$ cat src/common/dac_load_cfg.svh
`ifndef DAC_LOAD_CFG_SVH
`define DAC_LOAD_CFG_SVH
// word geometry
`define WORD_BITS 16
`define BIT_COUNT_BITS 5
`define FRAME_BITS 5'h10
// latch value that gives zero volts
`define MIDCODE 16'h0000
// fifo shape
`define FIFO_DEPTH 8
`define FIFO_PTR_BITS 3
// output settle time after load, in ns, and cycles at 8 ns clock (least: round up)
`define SYS_CLK_NS 8
`define OUTPUT_UPDATE_DELAY_NS 1000
`define OUTPUT_UPDATE_DELAY_CYC ((`OUTPUT_UPDATE_DELAY_NS + `SYS_CLK_NS - 1) / `SYS_CLK_NS)
`define SETTLE_BITS 8
`endif

$ cat src/hdl/dac_word_fifo.sv
// the word fifo module sits in the main design file, beside its only user

$ cat src/common/dac_load_pkg.sv
`include "dac_load_cfg.svh"
package dac_load_pkg;
    typedef logic [`WORD_BITS-1:0] word_t;
    typedef enum logic [1:0] {
        st_idle = 2'b00,
        st_shift = 2'b01,
        st_load = 2'b11,
        st_done = 2'b10
    } frame_state_t;
endpackage : dac_load_pkg

$ cat src/hdl/dac_serial_load_and_clear.sv
// Overview of operation
// - falling chip-select starts a frame and clears the bit count.
// - each of the first sixteen rising bit clocks while selected shifts data in, MSB first.
// - after sixteen rising edges, the next falling edge updates the latch.
// - after the update, further clocks and data are ignored until reselect.
// - the next chip-select falling edge restarts from the first bit.
// - deselect before the update discards the word, latch unchanged.
// - clear low in the sixteenth cycle loads midcode, zero volts.
// - clear high in the sixteenth cycle loads the shifted word.
// - clear released mid-frame keeps midcode until next normal load.
// - clear never stops or corrupts serial shifting.
// - latch word is twos complement; 0000 is zero volts.
// - while chip-select is high, clock and data are ignored.
`include "dac_load_cfg.svh"
module dac_serial_load_and_clear
    import dac_load_pkg::*;
(
    // clock and reset
    input wire logic sys_clk,
    input wire logic rst,
    // serial pins from the controller
    input wire logic chip_select_n,
    input wire logic bit_clock,
    input wire logic serial_word_in,
    input wire logic force_midscale_n,
    // converter latch and status
    output word_t latch_word,
    output logic latch_load,
    output logic output_settled,
    // loaded-word stream
    output logic word_valid,
    input wire logic word_ready,
    output word_t word_data
);
    typedef struct packed {
        logic [3:0] sync1;
        logic [3:0] sync2;
        logic [1:0] prev;
        frame_state_t state;
        logic [`BIT_COUNT_BITS-1:0] bit_count;
        word_t shift;
        logic clear_seen;
        word_t latch;
        logic load;
        logic [`SETTLE_BITS-1:0] settle;
    } ctrl_state_t;
    ctrl_state_t s;
    ctrl_state_t next_s;
    logic cs_n;
    logic sck;
    logic sdi;
    logic clr_n;
    logic cs_fall;
    logic sck_rise;
    logic sck_fall;
    // synchronised pin views
    assign cs_n = s.sync2[3];
    assign sck = s.sync2[2];
    assign sdi = s.sync2[1];
    assign clr_n = s.sync2[0];
    assign cs_fall = s.prev[1] && !cs_n;
    assign sck_rise = !s.prev[0] && sck;
    assign sck_fall = s.prev[0] && !sck;
    // frame sequencing
    always_comb begin
        next_s = s;
        next_s.sync1 = {chip_select_n, bit_clock, serial_word_in, force_midscale_n};
        next_s.sync2 = s.sync1;
        next_s.prev = {cs_n, sck};
        next_s.load = 1'b0;
        if (s.settle != '0) begin
            next_s.settle = s.settle - 1'b1;
        end
        if (cs_fall) begin
            next_s.state = st_shift;
            next_s.bit_count = '0;
        end else if (cs_n) begin
            next_s.state = st_idle;
            next_s.bit_count = '0;
        end else begin
            case (s.state)
                st_shift: begin
                    if (sck_rise) begin
                        next_s.shift = {s.shift[`WORD_BITS-2:0], sdi};
                        next_s.bit_count = s.bit_count + 1'b1;
                        if (s.bit_count == `FRAME_BITS - 5'h01) begin
                            next_s.state = st_load;
                        end
                    end
                end
                st_load: begin
                    // clear level sampled through the sixteenth cycle
                    if (!clr_n) begin
                        next_s.clear_seen = 1'b1;
                    end
                    if (sck_fall) begin
                        if (!clr_n || s.clear_seen) begin
                            next_s.latch = `MIDCODE;
                        end else begin
                            next_s.latch = s.shift;
                        end
                        next_s.clear_seen = 1'b0;
                        next_s.load = 1'b1;
                        next_s.settle = `SETTLE_BITS'(`OUTPUT_UPDATE_DELAY_CYC);
                        next_s.state = st_done;
                    end
                end
                st_done: begin
                    next_s.state = st_done;
                end
                default: begin
                    next_s.state = st_idle;
                end
            endcase
            // a low clear in the cycle opening the sixteenth bit counts too
            if (s.state == st_shift && sck_rise && s.bit_count == `FRAME_BITS - 5'h01) begin
                next_s.clear_seen = !clr_n;
            end
        end
    end
    // state register
    always_ff @(posedge sys_clk) begin
        if (rst) begin
            s <= '0;
            // idle pin levels: deselected, clock low, clear off, so no false edge
            s.sync1 <= 4'h9;
            s.sync2 <= 4'h9;
            s.prev <= 2'h2;
            s.state <= st_idle;
            s.latch <= `MIDCODE;
        end else begin
            s <= next_s;
        end
    end
    assign latch_word = s.latch;
    assign latch_load = s.load;
    assign output_settled = (s.settle == '0);
    // loaded words queued for downstream
    dac_word_fifo #(
        .WIDTH(`WORD_BITS),
        .DEPTH(`FIFO_DEPTH),
        .PTR_BITS(`FIFO_PTR_BITS)
    ) u_dac_word_fifo (
        .sys_clk(sys_clk),
        .rst(rst),
        .in_valid(s.load),
        .in_ready(),
        .in_data(s.latch),
        .out_valid(word_valid),
        .out_ready(word_ready),
        .out_data(word_data)
    );
endmodule : dac_serial_load_and_clear

// small word fifo, valid and ready on both sides; a push while full is dropped
module dac_word_fifo #(
    parameter int WIDTH = `WORD_BITS,
    parameter int DEPTH = `FIFO_DEPTH,
    parameter int PTR_BITS = `FIFO_PTR_BITS
) (
    // clock and reset
    input wire logic sys_clk,
    input wire logic rst,
    // fill side
    input wire logic in_valid,
    output logic in_ready,
    input wire logic [WIDTH-1:0] in_data,
    // drain side
    output logic out_valid,
    input wire logic out_ready,
    output logic [WIDTH-1:0] out_data
);
    typedef struct packed {
        logic [PTR_BITS-1:0] wr_ptr;
        logic [PTR_BITS-1:0] rd_ptr;
        logic [PTR_BITS:0] count;
    } fifo_state_t;
    fifo_state_t s;
    fifo_state_t next_s;
    // storage is not reset; only pointers and count are
    logic [WIDTH-1:0] mem [DEPTH];
    logic push;
    logic pop;
    // honest full and empty
    assign in_ready = (s.count != (PTR_BITS+1)'(DEPTH));
    assign out_valid = (s.count != '0);
    assign out_data = mem[s.rd_ptr];
    assign push = in_valid && in_ready;
    assign pop = out_valid && out_ready;
    // pointer and count update
    always_comb begin
        next_s = s;
        if (push) begin
            next_s.wr_ptr = s.wr_ptr + 1'b1;
        end
        if (pop) begin
            next_s.rd_ptr = s.rd_ptr + 1'b1;
        end
        if (push && !pop) begin
            next_s.count = s.count + 1'b1;
        end else if (pop && !push) begin
            next_s.count = s.count - 1'b1;
        end
    end
    // state and storage
    always_ff @(posedge sys_clk) begin
        if (rst) begin
            s <= '0;
        end else begin
            s <= next_s;
        end
        if (push) begin
            mem[s.wr_ptr] <= in_data;
        end
    end
endmodule : dac_word_fifo

$ cat config.mk
export PLATFORM = sky130hd
export DESIGN_NAME = dac_serial_load_and_clear
export DESIGN_NICKNAME = d
export VERILOG_FILES = /design/src/hdl/dac_word_fifo.sv /design/src/common/dac_load_pkg.sv /design/src/hdl/dac_serial_load_and_clear.sv
export VERILOG_INCLUDE_DIRS = /design/src /design/src/common
export SDC_FILE = /design/constraint.sdc
export NUM_CORES = 1
export LEC_CHECK = 0
export ABC_AREA = 1
export BUFFER_PORTS_ARGS = -buffer_cell sky130_fd_sc_hd__buf_2
export CORE_MARGIN = 2
export CORE_UTILIZATION = 31
export DETAILED_ROUTE_END_ITERATION = 10
export GPL_TIMING_DRIVEN = 1
export PLACE_DENSITY_LB_ADDON = 0.2
export SLEW_MARGIN = 5
export SYNTH_ARGS = -nofsm -noshare
export SYNTH_HDL_FRONTEND = slang
export SYNTH_SLANG_ARGS = --single-unit
$ cat constraint.sdc
create_clock -name sys_clk -period 3.7 [get_ports sys_clk]
set_input_delay 0.37 -clock sys_clk [delete_from_list [all_inputs] [get_ports sys_clk]]
set_output_delay 0.37 -clock sys_clk [all_outputs]
set_load 0.005 [all_outputs]
==> results.toml, run 1 <==
[grt]
antenna_found_initial = 0
grt_max_degree = 65
grt_overflow = 0
track_usage = 0.1282
grt_pass1_wl_mm = 26.23
grt_pass1_vias = 4813

[timing]
tns_ns = 0
slew_headroom = 0.3201
rsz0062_at_grt = "false"
period_minus_slack_ns = 2.525
setup_slack_ns = 1.175
worst_slew_pin_slew_ns = 1.020
max_freq_ghz = 0.3961
final-hold-violation-count = 0
fin_hold_ws_ns = 0.1158
skew_ns = 0.01092
finalCritPeriodShare = 0.6823
drv_slew = 0
setup_viol = 0

[min_path]
whs_path_depth = 2
worstHoldStart = "chip_select_n"
hold_class = "in -> reg"
whs_endpoint = "next_s[54]$_SDFF_PP1_"

[status]
status = "completed"

[place]
gp_congestion = 0.6953
placed_cell_area_um2 = 8496
dpl.hpwl_mm = 9.402
pre_cts_ws_ns = 1.554
io_buffer_count = 41

[drt]
drt_pre_antenna_iters = 4
vias = 5082
routedWlPerCell_um = 14.06
drtIter0Drc = 309
drc = 0
viasPerCell = 4.431
ant_nets = 0
wl_mm = 16.13

[worst_setup_path]
cp.required_ns = 3.33
rr_endpoint = "u_dac_word_fifo.s[3]$_SDFFE_PP0P_"
critPathCaptureType = "primary output"
path_class = "reg -> out"
crit_arrival_ns = 2.15
r2r_slack_ns = 1.53
cp_max_fo = 61
worstReg2RegStart = "u_dac_word_fifo.s[0]$_SDFFE_PP0P_"
start_kind = "flop"
reg2reg_depth = 13

[clock_tree]
ctsLongestPathBuffers = 2
holdBufCountCts = 0
post_cts_buffers = 0
cts.reportedPaths.clkPinSlew_ns = 0.07
cts-htree-levels = 4
cts.sinks = 200
root_buffer = "clkbuf_16"
cts_resized = 0
cts_buffers = 17
clock_latency_ns = 0.43
cts_tree = "done"

[synth]
ys_seq_area_frac = 0.6564
syn_area_um2 = 8051
syn_area_per_cell_um2 = 10.32
synthCells = 780
synth_fp_nets = 797
synth_area_leader_cell = "edfxtp_1"
yosysWarnings = 0
synth_area_leaders = "edfxtp_1 (48%), dfxtp_1 (18%), o21ai_0 (7.4%), nor2_1 (6.5%), nand2_1 (5.1%)"
ys_ff_latch = 200
ys_types = 32
synth_top_area_frac = 0.4774

[floorplanning]
rows = 58
die_h_um = 165.2
start_util = 0.3179
die_w_um = 165.2
dieArea_um2 = 27280
num_io_pins = 42
coreArea_um2 = 25330

[job]
maxCapViolations = 0

[layout]
layout-drive-gt1-share = 0.1383
layout.nets = 822
fin_area_um2 = 9066
diodes = 0
post-route-util = 0.3580
syn_to_final_growth_pct = 12.60

[power]
peakVddDrop_v = 0.0003371
leakage_nw = 3.195
powerDensity_nw_per_um2 = 623.0
-- critical path, stage by stage (launching register included) --
cell,delay (ns)
dfxtp_2,0.33
inv_2,0.71
buf_4,0.26
o21ai_0,0.09
o21ai_1,0.08
nand2_1,0.06
nand2_1,0.07
buf_2,0.10
-- synth_stat cells --
cell	n
nor2_1	139
edfxtp_1	128
o21ai_0	119
nand2_1	110
dfxtp_1	72
inv_1	58
a21oi_1	26
clkbuf_1	17
buf_4	16
nand3_1	14
o21ai_1	12
o21ai_2	10
buf_2	9
ha_1	9
xor2_1	7
or2_2	5
buf_1	3
buf_6	3
inv_2	3
nand2_2	3
nor3_1	3
a31oi_1	2
nand4_1	2
nor2_4	2
fa_1	1
nand2_4	1
nand3_4	1
nor2_2	1
nor2_8	1
o21a_1	1
o31ai_1	1
xnor2_1	1
-- worst max path at each step --
stage	startpoint	end	slack (ns)	depth (start not counted)
floorplan	u_dac_word_fifo.s[0]$_SDFFE_PP0P_	u_dac_word_fifo.s[3]$_SDFFE_PP0P_	1.78	13
global placement	u_dac_word_fifo.s[0]$_SDFFE_PP0P_	u_dac_word_fifo.s[3]$_SDFFE_PP0P_	1.57	13
detailed placement	u_dac_word_fifo.s[0]$_SDFFE_PP0P_	u_dac_word_fifo.s[3]$_SDFFE_PP0P_	1.55	13
CTS	flop	word_data[6]	1.11	6
global route	flop	word_data[6]	0.95	6
finish	flop	word_data[14]	1.18	7
-- sequential cells by signal (all words and copies together), names as in the netlist, named ones only --
signal / count
u_dac_word_fifo.mem: 128
s: 35
latch_word: 16
u_dac_word_fifo.s: 10
next_s: 5
clr_n: 1
cs_n: 1
latch_load: 1
-- power by group --
part           switching, mW  total (mW)  internal (mW)
combinational          0.858        1.36          0.505
sequential            0.0860        2.51           2.42
clock                  0.878        1.78          0.900
-- routing by layer --
metal | vias to the layer above | GRT usage | part of all wire
li1 | 2642 | - | -
met1 | 2356 | 0.1712 | 0.50
met2 | 75 | 0.2040 | 0.46
met3 | 9 | 0.03272 | 0.033
met4 | 0 | 0.04150 | 0.0084
met5 | - | 0 | 0
-- layout make-up --
cell class,count,area [um^2]
clock buffer,17,425.4
clock inverter,14,145.1
fill,2543,16260
inverter,61,229.0
multi-input combinational,471,2263
sequential,200,5288
tap,330,412.9
timing repair buffer,54,302.8
-- kinds of logic after synthesis --
group / Yosys count / share of synthesized area
simple gates: 282 / 0.1441
flops: 200 / 0.6564
compound gates: 171 / 0.1119
buf+inv: 109 / 0.06247
fa+ha+maj: 10 / 0.01647
xor+xnor: 8 / 0.008703
-- stage by stage --
stage / total power [mW] / std cells
2_1_floorplan: 3.511 / 780
3_3_place_gp: 3.938 / 1116
3_5_place_dp: 3.940 / 1116
4_1_cts: 5.733 / 1147
5_1_grt: 6.072 / 1147
6_report: 5.648 / 1147
-- layout by cell type, fill, tap and decap left out, types with 2 or more instances in the layout --
cell	synthesis	routed
o21ai_0	119	119
buf_4	16	13
nor3_1	3	3
o21ai_2	10	10
nor2_4	2	2
clkinv_8	0	2
nand4_1	2	2
inv_2	3	3
a21oi_1	26	26
ha_1	9	9
inv_8	0	5
dfxtp_2	0	2
a31oi_1	2	2
xor2_1	7	7
or2_2	5	5
dfxtp_1	72	70
nand2_1	110	110
nand2_2	3	3
inv_6	0	4
edfxtp_1	128	128
inv_1	58	58
nand3_1	14	14
buf_2	9	41
clkbuf_16	0	17
o21ai_1	12	12
clkinv_4	0	2
nor2_1	139	139
Note: power is estimated with default switching activity, not from simulation.
==> inputs of run 2 (changes only) <==
==> constraint.sdc (replaced) <==
create_clock -name sys_clk -period 2.45 [get_ports sys_clk]
set_input_delay 0.245 -clock sys_clk [delete_from_list [all_inputs] [get_ports sys_clk]]
set_output_delay 0.245 -clock sys_clk [all_outputs]
set_load 0.005 [all_outputs]
==> run 2 against run 1 <==
  * Wire length increased by 2.9%
  * Setup slack got worse by 0.85 ns
  * Design area increased by 1.0%
  * Sequential cell count unchanged
  * Sequential share of layout area decreased by 0.55 points
  * Core utilization increased by 0.36 points
  * Clock skew increased by 0.0018 ns
  * Total power increased by 54%
  * Die area unchanged
  * Largest cell class unchanged
  * Largest power group unchanged
==> results.toml, run 2 (synthesis gave the netlist of run 1 again) <==
[status]
status = "completed"

[grt]
grt_max_degree = 65
antenna_found_initial = 0
grt_pass1_vias = 4925
track_usage = 0.1285
grt_overflow = 0
grt_pass1_wl_mm = 26.51

[worst_setup_path]
start_kind = "flop"
crit_arrival_ns = 2.49
cp_slowest_cell = "dfxtp_1"
r2r_slack_ns = 0.33
rr_endpoint = "u_dac_word_fifo.s[3]$_SDFFE_PP0P_"
max_stage_delay_ns = 0.36
worstSetupStartpoint = "u_dac_word_fifo.s[0]$_SDFFE_PP0P_"
cp.required_ns = 2.81
reg2reg_depth = 13
crit_path_frequent_cell = "nand2_1"
worstPathCellList = "nor2_1 > nand3_1 > nand2_1 > inv_1 > ha_1 > inv_1 > ha_1 > or2_2 > nand2_1 > nand2_1 > nand2_1 > nand2_1 > a21oi_1"
path_class = "reg -> reg"
critPathCaptureType = "flop"
worstReg2RegStart = "u_dac_word_fifo.s[0]$_SDFFE_PP0P_"
cp_max_fo = 7
critPathCapture = "u_dac_word_fifo.s[3]$_SDFFE_PP0P_"

[layout]
mostFrequentLayoutCells = "nor2_1 (139), edfxtp_1 (128), o21ai_0 (119), nand2_1 (110), dfxtp_1 (70)"
fill_cells = 2508
layout-drive-gt1-share = 0.1422
regMostFlops = "u_dac_word_fifo.mem"
diodes = 0
fin_area_um2 = 9158
final_common_cell = "nor2_1"
layout.nets = 827
post-route-util = 0.3616
syn_to_final_growth_pct = 13.74
largest_reg_flops = 128
fin_cells = 1153

[timing]
setup_slack_ns = 0.3267
finalCritPeriodShare = 0.8666
fin_hold_ws_ns = 0.01770
tns_ns = 0
setup_viol = 0
drv_slew = 0
skew_ns = 0.01267
final-hold-violation-count = 0
slew_headroom = 0.5213
worst_slew_pin_slew_ns = 0.7172
period_minus_slack_ns = 2.123
rsz0062_at_grt = "false"
max_freq_ghz = 0.4710

[floorplanning]
num_io_pins = 42
die_w_um = 165.2
rows = 58
start_util = 0.3179
dieArea_um2 = 27280
die_h_um = 165.2
coreArea_um2 = 25330

[power]
power_frac_seq = 0.433
p_int_mw = 5.921
p_total_mw = 8.722
switching_power_mw = 2.801
p_comb_frac = 0.248
leakage_nw = 3.218
powerDensity_nw_per_um2 = 952.4
clkPwrFrac = 0.318
switching_share = 0.3211
peakVddDrop_v = 0.0004394

[place]
placed_cell_area_um2 = 8536
dpl.hpwl_mm = 9.802
io_buffer_count = 41
pre_cts_ws_ns = 0.3265
dpl.cell_count = 1118
gp_congestion = 0.7049

[clock_tree]
cts_tree = "done"
post_cts_buffers = 0
cts.sinks = 200
cts_buffers = 17
clock_latency_ns = 0.43
root_buffer = "clkbuf_16"
cts.reportedPaths.clkPinSlew_ns = 0.08
ctsLongestPathBuffers = 2
cts-htree-levels = 4

[drt]
wl_mm = 16.59
viasPerCell = 4.473
vias = 5157
drt_pre_antenna_iters = 4
drc = 0
ant_nets = 0
routedWlPerCell_um = 14.39
drtIter0Drc = 358

[job]
maxCapViolations = 0

[min_path]
hold_class = "in -> reg"
==> run 2: worst min path at each step <==
stage | start | end | cells after the start
4_1_cts | bit_clock | next_s[53]$_SDFF_PP0_ | 3
3_3_place_gp | next_s[53]$_SDFF_PP0_ | next_s[49]$_SDFF_PP0_ | 2
2_1_floorplan | force_midscale_n | next_s[51]$_SDFF_PP1_ | 1
6_report | serial_word_in | next_s[52]$_SDFF_PP0_ | 3
5_1_grt | serial_word_in | next_s[52]$_SDFF_PP0_ | 3
3_5_place_dp | next_s[53]$_SDFF_PP0_ | next_s[49]$_SDFF_PP0_ | 2
==> run 2: metal layers <==
layer / global-route usage / vias to the layer above / part of all wire
met1: 0.1662 / 2435 / 0.49
met2: 0.2172 / 59 / 0.46
met3: 0.03072 / 8 / 0.033
li1: - / 2655 / -
met4: 0.03162 / 0 / 0.0076
met5: 0 / - / 0
==> run 2: power groups by stage <==
stage,Combinational (mW),Sequential [mW],Clock (mW)
2_1_floorplan,1.51,3.79,0
3_3_place_gp,2.20,3.86,0
3_5_place_dp,2.20,3.86,0
4_1_cts,2.21,3.78,2.84
5_1_grt,2.54,3.80,2.97
6_report,2.16,3.78,2.78
==> run 2: cell type report <==
class	instances	area, um^2	area share
clock buffers	17	425.4	0.04645
clock inverters	15	163.9	0.01790
inverters	61	229.0	0.02500
multi-input cells	471	2263	0.2472
flip-flops and latches	200	5290	0.5777
well taps	330	412.9	0.04509
repair buffers	59	372.9	0.04072
==> run 2: repair_timing <==
item                       CTS  global route
hold buffers                 2             1
setup endpoints to repair    0             1
gates resized for setup      0             1
hold endpoints to repair     2             1
==> run 2: critical path, delay by kind of cell (launching register included) <==
family / cells / cell delay [ns]
and+or+nand+nor: 8 / 0.90
AOI/OAI and AO/OA: 1 / 0.11
DFF: 1 / 0.36
buffers and inverters: 2 / 0.21
adders and majority gates: 2 / 0.46
==> inputs of run 3 (changes only) <==
--- a/config.mk
+++ b/config.mk
@@ -8,11 +8,9 @@
 export LEC_CHECK = 0
 export ABC_AREA = 1
 export BUFFER_PORTS_ARGS = -buffer_cell sky130_fd_sc_hd__buf_2
-export CORE_MARGIN = 2
 export CORE_UTILIZATION = 31
 export DETAILED_ROUTE_END_ITERATION = 10
 export GPL_TIMING_DRIVEN = 1
-export PLACE_DENSITY_LB_ADDON = 0.2
 export SLEW_MARGIN = 5
 export SYNTH_ARGS = -nofsm -noshare
 export SYNTH_HDL_FRONTEND = slang
==> run 3 against run 2 <==
  * Clock-buffer cell count grew 2
  * Largest cell class unchanged
  * Clock power about the same
  * Design area rose by 0.19%
  * Cell count did not move
  * Highest routed layer unchanged
  * Critical path type is now reg -> out
==> results.toml, run 3 (synthesis gave the netlist of run 1 again) <==
[min_path]
hold_class = "in -> reg"

[layout]
diodes = 0
fin_cells = 1153
syn_to_final_growth_pct = 13.95
layout.nets = 827
post-route-util = 0.3623
layout-drive-gt1-share = 0.1385
regMostFlops = "u_dac_word_fifo.mem"
largest_reg_flops = 128
final_common_cell = "nor2_1"
fin_area_um2 = 9175
fill_cells = 2485
mostFrequentLayoutCells = "nor2_1 (139), edfxtp_1 (128), o21ai_0 (119), nand2_1 (110), dfxtp_1 (70)"

[timing]
finalCritPeriodShare = 0.8788
max_freq_ghz = 0.4644
slew_headroom = 0.5312
fin_hold_ws_ns = 0.2059
rsz0062_at_grt = "false"
skew_ns = 0.01125
final-hold-violation-count = 0
setup_viol = 0
worst_slew_pin_slew_ns = 0.7025
tns_ns = 0
drv_slew = 0
period_minus_slack_ns = 2.153

[status]
status = "completed"

[drt]
routedWlPerCell_um = 13.47
drc = 0
vias = 5101
wl_mm = 15.53
viasPerCell = 4.424
drtIter0Drc = 281
ant_nets = 0
drt_pre_antenna_iters = 5

[floorplanning]
start_util = 0.3179
dieArea_um2 = 26620
die_h_um = 163.2
rows = 58
coreArea_um2 = 25330
die_w_um = 163.2
num_io_pins = 42

[clock_tree]
clock_latency_ns = 0.43
cts.sinks = 200
ctsLongestPathBuffers = 2
cts_tree = "done"
cts-htree-levels = 4
cts_resized = 0
cts_buffers = 17
cts.reportedPaths.clkPinSlew_ns = 0.07
root_buffer = "clkbuf_16"
post_cts_buffers = 0

[grt]
grt_overflow = 0
track_usage = 0.1224
grt_max_degree = 65
grt_pass1_wl_mm = 24.91
antenna_found_initial = 0
grt_pass1_vias = 4810

[worst_setup_path]
cp_max_fo = 28
r2r_slack_ns = 0.30
critPathCaptureType = "primary output"
start_kind = "flop"
cp.required_ns = 2.20
path_class = "reg -> out"
crit_arrival_ns = 1.91

[place]
placed_cell_area_um2 = 8541
dpl.cell_count = 1117
dpl.hpwl_mm = 9.151
io_buffer_count = 41
gp_congestion = 0.7419

[job]
maxCapViolations = 0

[power]
leakage_nw = 3.228
powerDensity_nw_per_um2 = 948.8
peakVddDrop_v = 0.0004428
[run 3: changes by cell type in the layout (fill, tap and decap cells not counted), moves of 2 or more]
cell        before  now
buf_4           13   11
clkbuf_1         0    2
clkinvlp_4       4    2
inv_6            3    1
[run 3: final timing paths]
path              cells after the start                         startpoint                           endpoint
setup reg to reg                     13  u_dac_word_fifo.s[0]$_SDFFE_PP0P_  u_dac_word_fifo.s[3]$_SDFFE_PP0P_
setup / recovery                      7                               flop                       word_data[7]
hold / removal                        4                         word_ready  u_dac_word_fifo.s[6]$_SDFFE_PP0P_
hold reg to reg                       2              next_s[53]$_SDFF_PP0_              next_s[49]$_SDFF_PP0_
[run 3: where the power goes]
| part | switching (mW) | internal (mW) |
|---|---|---|
| logic | 1.34 | 0.828 |
| registers | 0.0859 | 3.66 |
| clock network | 1.25 | 1.54 |
| total | 2.68 | 6.02 |
[run 3: through the flow]
step | setup WS (ns) | total power, mW
3_3_place_gp | 0.3846 | 5.998
3_5_place_dp | 0.3177 | 6.026
2_1_floorplan | 0.5287 | 5.302
4_1_cts | 0.2256 | 8.826
6_report | 0.2969 | 8.705
5_1_grt | 0.1019 | 9.292
[run 3: area by class of cell]
type                    instances  area, um^2  area share
inverters                      61       229.0     0.02496
clock buffers                  19       432.9     0.04718
clock inverters                13       161.4     0.01759
repair buffers                 59       387.9     0.04227
flip-flops and latches        200        5288      0.5763
multi-input cells             471        2263      0.2467
well taps                     330       412.9     0.04500
[run 3: critical path, cell delays in order, from the launching register on]
cell	delay (ns)
dfxtp_2	0.34
inv_2	0.36
buf_12	0.23
nor2_1	0.05
o21ai_0	0.19
nand2_1	0.07
nand2_1	0.10
buf_2	0.12
[run 3: timing repair]
action / CTS / global route
endpoints found under the hold margin: 4 / 0
hold buffers: 4 / 0
setup endpoints to repair: 0 / 0
[run 3: layer usage]
layer	routed length, um	share of wire	vias to the layer above	track usage
met5	0	0	-	0
met4	141	0.0091	0	0.04078
met3	825	0.053	11	0.03327
met2	7279	0.47	90	0.2017
met1	7287	0.47	2341	0.1543
li1	-	-	2659	-
